**src/hw/fwd_mode_pkg.sv**
```systemverilog
// Constants for the forward-channel mode selection registers.
// Assumes a byte-wide register port with 8-bit offsets.
package fwd_mode_pkg;
    localparam logic [7:0] addr_forward_mode_select = 8'h03;
    localparam logic [7:0] addr_backcompat_mode_select = 8'h04;
    localparam int mode_lsb = 0;
    localparam int mode_done_bit = 3;
    localparam int mode_override_bit = 4;
    localparam int res5_bit = 5;
    localparam int strap6_bit = 6;
    localparam int res7_bit = 7;
    localparam int autoload_inhibit_bit = 0;
    localparam int raw12_bit = 1;
    localparam int raw10_bit = 2;
    localparam int bc_res_lsb = 3;
    localparam logic [2:0] mode_csi_sync = 3'h0;
    localparam logic [2:0] mode_reserved = 3'h1;
    localparam logic [2:0] mode_csi_ext_clk = 3'h2;
    localparam logic [2:0] mode_csi_int_clk = 3'h3;
    localparam logic [2:0] mode_parallel_video_port = 3'h5;
    localparam logic [4:0] bc_res_reset = 5'h00;
    localparam logic [2:0] mode_reset = 3'h0;
    localparam int settle_cycles = 4;
    localparam logic [2:0] settle_max = 3'h4;
    typedef enum logic [2:0] {
        op_csi_sync, op_csi_ext_clk, op_csi_int_clk, op_parallel, op_unsupported
    } op_mode_t;
endpackage : fwd_mode_pkg

```
**src/hw/mode_strap_sync.sv**
```systemverilog
// Two-flop synchroniser for the strap and power-down pins.
// Assumes all four pins (three strap, one power-down) are asynchronous to clock_i.
`timescale 1ns/1ps
module mode_strap_sync (
    input wire logic clock_i,
    input wire logic nrst_i,
    input wire logic [3:0] async_i,
    output logic [3:0] sync_o
);
    logic [3:0] meta;
    always_ff @(posedge clock_i or negedge nrst_i) begin
        if (!nrst_i) begin
            meta <= 4'h0;
            sync_o <= 4'h0;
        end else begin
            meta <= async_i;
            sync_o <= meta;
        end
    end
endmodule : mode_strap_sync

```
**src/hw/forward_mode_select_regs.sv**
```systemverilog
// Mode select and backward-compatible sub-mode registers.
// Assumes a simple synchronous byte register port and an on-chip control channel.
`timescale 1ns/1ps
// Notes on behaviour
// [RULE_01] Mode in effect comes from strap when override bit 4 clear, else register.
// [RULE_02] Mode field bits 2:0 read-only unless override set, then writable.
// [RULE_03] Reading mode field returns the mode currently in effect.
// [RULE_04] Strapped mode captured on each rising edge of power-down input.
// [RULE_05] Mode-done flag bit 3, read-only, resets 0, sets once mode settled.
// [RULE_06] Code 000 is camera-serial synchronous; 001 is reserved.
// [RULE_07] 010 non-synchronous external clock; 011 non-synchronous always-on clock.
// [RULE_08] Code 101 is parallel video port mode on external clock.
// [RULE_09] Control channel sets RAW10 compat bit 2 after lock; software may write.
// [RULE_10] Control channel sets RAW12 compat bit 1 after lock; software may write.
// [RULE_11] Inhibit bit 0 blocks control-channel loading of compat bits.
// [RULE_12] Software writing compat bits must also set inhibit bit.
// [RULE_13] Codes 100, 110, 111 select no defined operating mode.
module forward_mode_select_regs (
    input wire logic clock_i,
    input wire logic nrst_i,
    input wire logic [2:0] mode_strap_i,
    input wire logic power_down_input_i,
    input wire logic reg_wr_i,
    input wire logic reg_rd_i,
    input wire logic [7:0] reg_addr_i,
    input wire logic [7:0] reg_wdata_i,
    output logic [7:0] reg_rdata_o,
    input wire logic rx_lock_i,
    input wire logic cc_load_i,
    input wire logic cc_raw10_i,
    input wire logic cc_raw12_i,
    output logic [2:0] mode_o,
    output fwd_mode_pkg::op_mode_t op_mode_o,
    output logic mode_done_o,
    output logic raw10_compat_bit_o,
    output logic raw12_compat_bit_o
);
    logic [3:0] pin_sync;
    logic pd_pin_d;
    logic [2:0] strap_mode;
    logic [2:0] reg_mode;
    logic mode_override;
    logic res5;
    logic res7;
    logic [2:0] settle_cnt;
    logic mode_done;
    logic [4:0] bc_res;
    logic raw10_compat_bit;
    logic raw12_compat_bit;
    logic compat_autoload_inhibit;
    logic [2:0] next_mode;
    logic wr_fms;
    logic wr_bcm;
    logic pd_rise;
    fwd_mode_pkg::op_mode_t next_op;

    // Pins are asynchronous, so sample them twice first
    mode_strap_sync u_sync (
        .clock_i(clock_i),
        .nrst_i(nrst_i),
        .async_i({power_down_input_i, mode_strap_i}),
        .sync_o(pin_sync)
    );

    assign pd_rise = pin_sync[3] && !pd_pin_d;
    assign wr_fms = reg_wr_i && (reg_addr_i == fwd_mode_pkg::addr_forward_mode_select);
    assign wr_bcm = reg_wr_i && (reg_addr_i == fwd_mode_pkg::addr_backcompat_mode_select);
    assign next_mode = mode_override ? reg_mode : strap_mode; // RULE_01

    always_ff @(posedge clock_i or negedge nrst_i) begin
        if (!nrst_i) begin
            pd_pin_d <= 1'b0;
        end else begin
            pd_pin_d <= pin_sync[3];
        end
    end

    // Strap latched on power-down release only
    always_ff @(posedge clock_i or negedge nrst_i) begin
        if (!nrst_i) begin
            strap_mode <= fwd_mode_pkg::mode_reset;
        end else if (pd_rise) begin
            strap_mode <= pin_sync[2:0]; // RULE_04
        end
    end

    // Settle counter restarts on every release
    always_ff @(posedge clock_i or negedge nrst_i) begin
        if (!nrst_i) begin
            settle_cnt <= 3'h0;
            mode_done <= 1'b0;
        end else if (pd_rise) begin
            settle_cnt <= 3'h0;
            mode_done <= 1'b0;
        end else if (pd_pin_d && !mode_done) begin
            if (settle_cnt == fwd_mode_pkg::settle_max) begin
                mode_done <= 1'b1; // RULE_05
            end else begin
                settle_cnt <= settle_cnt + 3'h1;
            end
        end
    end

    always_ff @(posedge clock_i or negedge nrst_i) begin
        if (!nrst_i) begin
            mode_override <= 1'b0;
            res5 <= 1'b0;
            res7 <= 1'b0;
            reg_mode <= fwd_mode_pkg::mode_reset;
        end else if (wr_fms) begin
            mode_override <= reg_wdata_i[fwd_mode_pkg::mode_override_bit];
            res5 <= reg_wdata_i[fwd_mode_pkg::res5_bit];
            res7 <= reg_wdata_i[fwd_mode_pkg::res7_bit];
            if (mode_override) begin
                reg_mode <= reg_wdata_i[fwd_mode_pkg::mode_lsb +: 3]; // RULE_02
            end else begin
                // Preload so setting override alone keeps the strapped mode
                reg_mode <= strap_mode;
            end
        end
    end

    // Set by channel wins over software when both hit one cycle
    always_ff @(posedge clock_i or negedge nrst_i) begin
        if (!nrst_i) begin
            bc_res <= fwd_mode_pkg::bc_res_reset;
            raw10_compat_bit <= 1'b0;
            raw12_compat_bit <= 1'b0;
            compat_autoload_inhibit <= 1'b0;
        end else begin
            if (wr_bcm) begin
                bc_res <= reg_wdata_i[fwd_mode_pkg::bc_res_lsb +: 5];
                raw10_compat_bit <= reg_wdata_i[fwd_mode_pkg::raw10_bit];
                raw12_compat_bit <= reg_wdata_i[fwd_mode_pkg::raw12_bit];
                compat_autoload_inhibit <= reg_wdata_i[fwd_mode_pkg::autoload_inhibit_bit];
            end
            if (cc_load_i && rx_lock_i && !compat_autoload_inhibit) begin // RULE_11
                raw10_compat_bit <= cc_raw10_i; // RULE_09
                raw12_compat_bit <= cc_raw12_i; // RULE_10
            end
        end
    end

    always_comb begin
        unique case (next_mode)
            fwd_mode_pkg::mode_csi_sync: next_op = fwd_mode_pkg::op_csi_sync; // RULE_06
            fwd_mode_pkg::mode_csi_ext_clk: next_op = fwd_mode_pkg::op_csi_ext_clk; // RULE_07
            fwd_mode_pkg::mode_csi_int_clk: next_op = fwd_mode_pkg::op_csi_int_clk; // RULE_07
            fwd_mode_pkg::mode_parallel_video_port: next_op = fwd_mode_pkg::op_parallel; // RULE_08
            default: next_op = fwd_mode_pkg::op_unsupported; // RULE_13
        endcase
    end

    always_ff @(posedge clock_i or negedge nrst_i) begin
        if (!nrst_i) begin
            mode_o <= fwd_mode_pkg::mode_reset;
            op_mode_o <= fwd_mode_pkg::op_csi_sync;
            mode_done_o <= 1'b0;
            raw10_compat_bit_o <= 1'b0;
            raw12_compat_bit_o <= 1'b0;
        end else begin
            mode_o <= next_mode;
            op_mode_o <= next_op;
            mode_done_o <= mode_done;
            raw10_compat_bit_o <= raw10_compat_bit;
            raw12_compat_bit_o <= raw12_compat_bit;
        end
    end

    // Read data registered: answer one cycle after the strobe
    always_ff @(posedge clock_i or negedge nrst_i) begin
        if (!nrst_i) begin
            reg_rdata_o <= 8'h00;
        end else if (reg_rd_i) begin
            if (reg_addr_i == fwd_mode_pkg::addr_forward_mode_select) begin
                reg_rdata_o <= {res7, 1'b0, res5, mode_override, mode_done, next_mode}; // RULE_03
            end else if (reg_addr_i == fwd_mode_pkg::addr_backcompat_mode_select) begin
                reg_rdata_o <= {bc_res, raw10_compat_bit, raw12_compat_bit,
                    compat_autoload_inhibit};
            end else begin
                reg_rdata_o <= 8'h00;
            end
        end
    end

    a_mode_source: assert property (@(posedge clock_i) disable iff (!nrst_i) // RULE_01
        !mode_override |=> (mode_o == $past(strap_mode)))
        else $error("mode output not from strap");
    a_ro_mode: assert property (@(posedge clock_i) disable iff (!nrst_i) // RULE_02
        (wr_fms && !mode_override) |=> (reg_mode == $past(strap_mode)))
        else $error("mode field written while locked");
    a_mode_write: assert property (@(posedge clock_i) disable iff (!nrst_i) // RULE_02
        (wr_fms && mode_override)
        |=> (reg_mode == $past(reg_wdata_i[fwd_mode_pkg::mode_lsb +: 3])))
        else $error("mode field write lost");
    a_strap_latch: assert property (@(posedge clock_i) disable iff (!nrst_i) // RULE_04
        pd_rise |=> (strap_mode == $past(pin_sync[2:0])))
        else $error("strap not captured on release");
    a_done_clear: assert property (@(posedge clock_i) disable iff (!nrst_i) // RULE_05
        pd_rise |=> !mode_done [*3])
        else $error("mode done set too early");
    a_done_set: assert property (@(posedge clock_i) disable iff (!nrst_i) // RULE_05
        (pd_rise ##1 pin_sync[3] [*7]) |=> mode_done)
        else $error("mode done never set");
    a_done_hold: assert property (@(posedge clock_i) disable iff (!nrst_i) // RULE_05
        (mode_done && !pd_rise) |=> mode_done)
        else $error("mode done dropped without release");
    a_unsupported: assert property (@(posedge clock_i) disable iff (!nrst_i) // RULE_13
        (next_mode == 3'h4 || next_mode >= 3'h6 || next_mode == fwd_mode_pkg::mode_reserved)
        |=> op_mode_o == fwd_mode_pkg::op_unsupported)
        else $error("undefined code entered a mode");
    a_parallel: assert property (@(posedge clock_i) disable iff (!nrst_i) // RULE_08
        (next_mode == fwd_mode_pkg::mode_parallel_video_port)
        |=> op_mode_o == fwd_mode_pkg::op_parallel)
        else $error("parallel mode not decoded");
    a_inhibit: assert property (@(posedge clock_i) disable iff (!nrst_i) // RULE_11
        (compat_autoload_inhibit && !wr_bcm) |=> $stable(raw10_compat_bit)
        && $stable(raw12_compat_bit))
        else $error("compat bits loaded while inhibited");
    a_autoload: assert property (@(posedge clock_i) disable iff (!nrst_i) // RULE_09 RULE_10
        (cc_load_i && rx_lock_i && !compat_autoload_inhibit)
        |=> raw10_compat_bit == $past(cc_raw10_i) && raw12_compat_bit == $past(cc_raw12_i))
        else $error("channel load lost");
endmodule : forward_mode_select_regs

```
**config.mk**
```make
export PLATFORM = sky130hd
export DESIGN_NAME = forward_mode_select_regs
export DESIGN_NICKNAME = d
export VERILOG_FILES = /design/src/hw/fwd_mode_pkg.sv /design/src/hw/mode_strap_sync.sv /design/src/hw/forward_mode_select_regs.sv
export SDC_FILE = /design/constraint.sdc
export NUM_CORES = 1
export LEC_CHECK = 0
export BUFFER_PORTS_ARGS = -buffer_cell sky130_fd_sc_hd__buf_4
export CAP_MARGIN = 20
export CORE_UTILIZATION = 55
export DETAILED_ROUTE_END_ITERATION = 7
export MAX_ROUTING_LAYER = met4
export PLACE_DENSITY = 0.81
export SLEW_MARGIN = 20
export SYNTH_ARGS = -nofsm -noshare
export SYNTH_HDL_FRONTEND = slang
export SYNTH_SLANG_ARGS = --single-unit
export TNS_END_PERCENT = 1
```
**constraint.sdc**
```tcl
create_clock -name clock_i -period 2.6 [get_ports clock_i]
set_input_delay 0.39 -clock clock_i [delete_from_list [all_inputs] [get_ports clock_i]]
set_output_delay 0.39 -clock clock_i [all_outputs]
set_load 0.02 [all_outputs]
```
==> flow_summary.rst <==
.. list-table::
   :header-rows: 1

   * - Metric
     - Value
   * - Status
     - finished, final reports clean
   * - Initial standard-cell utilization of the core
     - 57.89%
   * - Diode count
     - 0
   * - Number of pins exceeding their max-slew limit in the final report
     - 0
   * - Seq pwr share
     - approximately 56%
   * - Wirelength, routed
     - 3.618 mm
   * - Crit path time final
     - between 1.5 and 2 ns
   * - Net load switching power
     - 0.0004212 W
   * - Number of filler instances in the final layout
     - approximately 240
   * - Number of DRC markers in iteration 0
     - 53
   * - Post-Syn Instances
     - ~150
   * - Slew @ Worst Pin
     - 0.6936 ns
   * - Overall Global Routing Usage
     - between 20% and 30%
   * - Uppermost routed layer
     - met4
   * - Amount of wire on met2 after detailed routing
     - 1.885 mm
   * - Pre-Repair DR Iteration Count
     - 4
   * - Number of nets in the synthesized netlist
     - 177
   * - Synth top area cells
     - dfrtp_1, mux2_2, nor2b_1
   * - CTS clock-pin slew for the worst setup and hold paths
     - 0.13 ns
   * - CTS tree
     - built
   * - Top-level port count
     - between 40 and 50
   * - Total internal power
     - between 0.001 and 0.0015 W
   * - Fraction of post-synthesis cell area in the top cell type by area
     - 60.41%
   * - Critical path class
     - reg -> reg
   * - Count of hold buffers inserted by post-cts repair
     - 0
   * - Final non-filler cell area
     - ~0.0024 sq mm
   * - Clock Power Share
     - 23.8%
   * - Maximum clock rate
     - about 600 MHz
   * - Maximum level of the CTS H-tree
     - 2
   * - Number of endpoints with negative hold slack in the final report
     - 0
   * - Antenna violations before repair
     - 0
   * - Fin worst setup slack
     - 0.9442 ns
   * - Slowest Stage Delay on Critical Path
     - a little over 0.4 ns
   * - Final sum of negative setup slack
     - 0 ns
   * - Detailed-route via count
     - 1343
   * - Worst min path class
     - in -> async
   * - Number of sinks on the clock net
     - 47
   * - Sequential element share of the synthesized area
     - 60.41%
   * - WP data arrival
     - 1.90 ns
   * - Relative area change from synthesis to final layout
     - 22.75%
   * - Buffer depth of the longest clock path
     - 2
   * - Wire length of the first global-routing pass
     - 5.802 mm
   * - Setup fix buffers added after clock tree synthesis
     - 0
   * - Setup repair after global routing missed its margin
     - no
   * - Post-Route M1 WL
     - between 1 and 1.5 mm
   * - Fraction of layout instances using a drive strength above 1
     - between 30 and 40%
   * - Data required time at the worst endpoint
     - 2.85 ns
   * - Congestion Overflow GR
     - 0
   * - Number of global-route vias before repair
     - 1233
   * - P_leak
     - 1.116 nW
   * - Worst path slowest cell
     - dfrtp_1
   * - Library cell with the largest summed area after synthesis
     - dfrtp_1
   * - Final Setup Violations
     - 0
   * - Number of distinct library cells after synthesis
     - 31
   * - Worst-Skew Late Latency
     - 0.34 ns
   * - Post-Route Skew
     - between 0.009 and 0.01 ns
   * - DRC
     - 0
   * - IR drop worst, VDD
     - 0.3988 mV
   * - Number of I/O port buffers
     - 44
   * - Endpoint kind of the worst setup timing path
     - register
   * - Mapped cell area
     - 0.001947 sq mm
   * - Total length of routed met3 wires
     - 181 um
   * - Post-route fraction of the period consumed by the critical path
     - 63.68%
   * - HPWL after DPL
     - 2.732 mm
   * - Max capacitance violation total
     - 0
   * - Buffering stage count on the worst path with inverters included
     - 1
   * - Nets@finish
     - 225
   * - Power Dens Cells
     - between 600 and 700 mW/mm^2
   * - Yosys warns
     - 0
   * - PostCTS Resize Cnt
     - 0
   * - Wire per inst
     - 14.95 um
   * - Critical path's top delay family
     - compound AO/OA/AOI/OAI gates
   * - Cells along the critical path
     - inv_1 > ha_1 > a21oi_1 > mux2_2 > a22o_1
   * - Flip-flop and latch area
     - 0.001176 sq mm
   * - Number of CTS-inserted buffers
     - 5
   * - GPL Wtd Cong
     - 0.7860
   * - Mean instance size in the synthesized netlist
     - 13.24 sq um
   * - DR vias/cell
     - 5.550
   * - DIE WIDTH
     - a little over 60 um
   * - Critical path peak fanout
     - 4
   * - Pin count of the biggest net entering global routing
     - 48
   * - Standard cell area after detailed placement
     - 0.002321 sq mm
   * - Count of standard-cell rows
     - 21
   * - Clock tree root driver cell
     - clkbuf_4
   * - Share of power burned in combinational logic
     - roughly a fifth
   * - Area occupied by multi-input gates
     - 700.7 sq um
   * - Register bit count reported by yosys
     - 47
   * - Die extent in y
     - between 60 and 70 um
   * - Switch share
     - 27.24%
   * - ANT nets after route
     - 0
   * - Core area
     - around 0.0034 sq mm
   * - Element type at the critical path start
     - register
   * - Worst slack at placement
     - 0.7936 ns
   * - Die Outline Area
     - roughly 0.0038 sq mm
   * - Remaining max-slew budget at the tightest pin
     - between 50% and 60%
## synth_stat cells
cell type,instances
dfrtp_1,47
mux2_2,19
inv_1,11
nor2b_1,10
o21ai_0,9
a41oi_1,7
nor2_1,6
mux2i_1,3
nand4_1,3
a21oi_1,2
a31oi_1,2
buf_2,2
clkbuf_1,2
ha_1,2
nand2_1,2
nand3_1,2
nand3_4,2
o31ai_1,2
xnor2_1,2
a211oi_1,1
a22o_1,1
a31o_2,1
and4bb_2,1
buf_6,1
nand3b_1,1
nor4_4,1
nor4b_2,1
o22ai_1,1
o2bb2ai_1,1
or4_1,1
or4b_1,1
## worst register-to-register path: cells and delay by family, from the launching register on
family | cells | cell delay (ns)
flip-flops | 1 | 0.41
multiplexers | 1 | 0.37
AO/OA/AOI/OAI | 2 | 0.50
adder cells (fa/ha/maj) | 1 | 0.21
buffers and inverters | 1 | 0.06
## flip-flops by register name (all words and copies together), names as in the netlist, 3 cells and up
register	cells
bc_res	5
reg_mode	3
mode_o	3
op_mode_o	3
u_sync.sync_o	4
settle_cnt	3
reg_rdata_o	8
strap_mode	3
u_sync.meta	4
## placed cells by master (no fill, tap or decap), drive strengths merged
cell	netlist	routed
nor4	1	1
dfrtp	47	47
a211oi	1	1
o2bb2ai	1	1
buf	3	46
a31o	1	1
a21oi	2	2
o31ai	2	2
nor4b	1	1
and4bb	1	1
mux2	19	19
nor2	6	6
ha	2	2
xnor2	2	2
clkbuf	2	8
nor2b	10	10
o21ai	9	9
a22o	1	1
nand4	3	3
o22ai	1	1
nand3	4	4
inv	11	11
a31oi	2	2
or4	1	1
nand2	2	2
a41oi	7	7
nand3b	1	1
mux2i	3	3
or4b	1	1
## path summary, 6_finish.rpt
check                              startpoint          endpoint  slack (ns)  cells after the start
setup / recovery                settle_cnt[1]     settle_cnt[1]        0.94                      5
hold / removal                         nrst_i     settle_cnt[0]        0.03                      1
setup reg to reg                settle_cnt[1]     settle_cnt[1]        0.94                      5
hold reg to reg                u_sync.meta[3]  u_sync.sync_o[3]        0.36                      0
max in group asynchronous              nrst_i     strap_mode[2]        2.20                      1
min in group clock_i       power_down_input_i    u_sync.meta[3]        0.14                      1
## layer usage
layer / GRT usage (%) / vias up
li1: - / 620
met1: 29.40 / 669
met2: 33.64 / 47
met3: 4.412 / 7
met4: 9.524 / 0
met5: - / -
## per-stage QoR
step                std cells  hold slack (ns)  power [W]  utilization, %
floorplan                 147          0.09441   0.001053               -
global placement          234           0.3315   0.001169           69.01
detailed placement        234           0.3347   0.001195           69.01
CTS                       242          0.03696   0.001557           71.06
global route              242          0.04345   0.001644           71.06
finish                    242          0.02737   0.001546           71.06
## power groups by stage
stage	registers, W	logic [W]	clock network (W)
2_1_floorplan	0.000895	0.000158	0
3_3_place_gp	0.000869	0.000300	0
3_5_place_dp	0.000874	0.000320	0
4_1_cts	0.000860	0.000322	0.000375
5_1_grt	0.000872	0.000355	0.000416
6_report	0.000859	0.000319	0.000368
## cells by family (layout without fill, tap and decap cells)
family          Yosys count  count (layout)  synth area share (%)
mux                      22              22                 12.53
simple gates             31              31                 11.83
flops                    47              47                 60.41
fa+ha+maj                 2               2                 1.285
buf+inv                  16              65                 3.599
compound gates           27              27                 9.447
xor+xnor                  2               2                0.8999
## cell type report
class	instances	area share (%)
flip-flops and latches	47	49.21
multi-input cells	84	29.32
clock buffers	8	2.880
repair buffers	46	14.45
inverters	11	1.728
well taps	46	2.408
(Power assumes the default switching activity.)
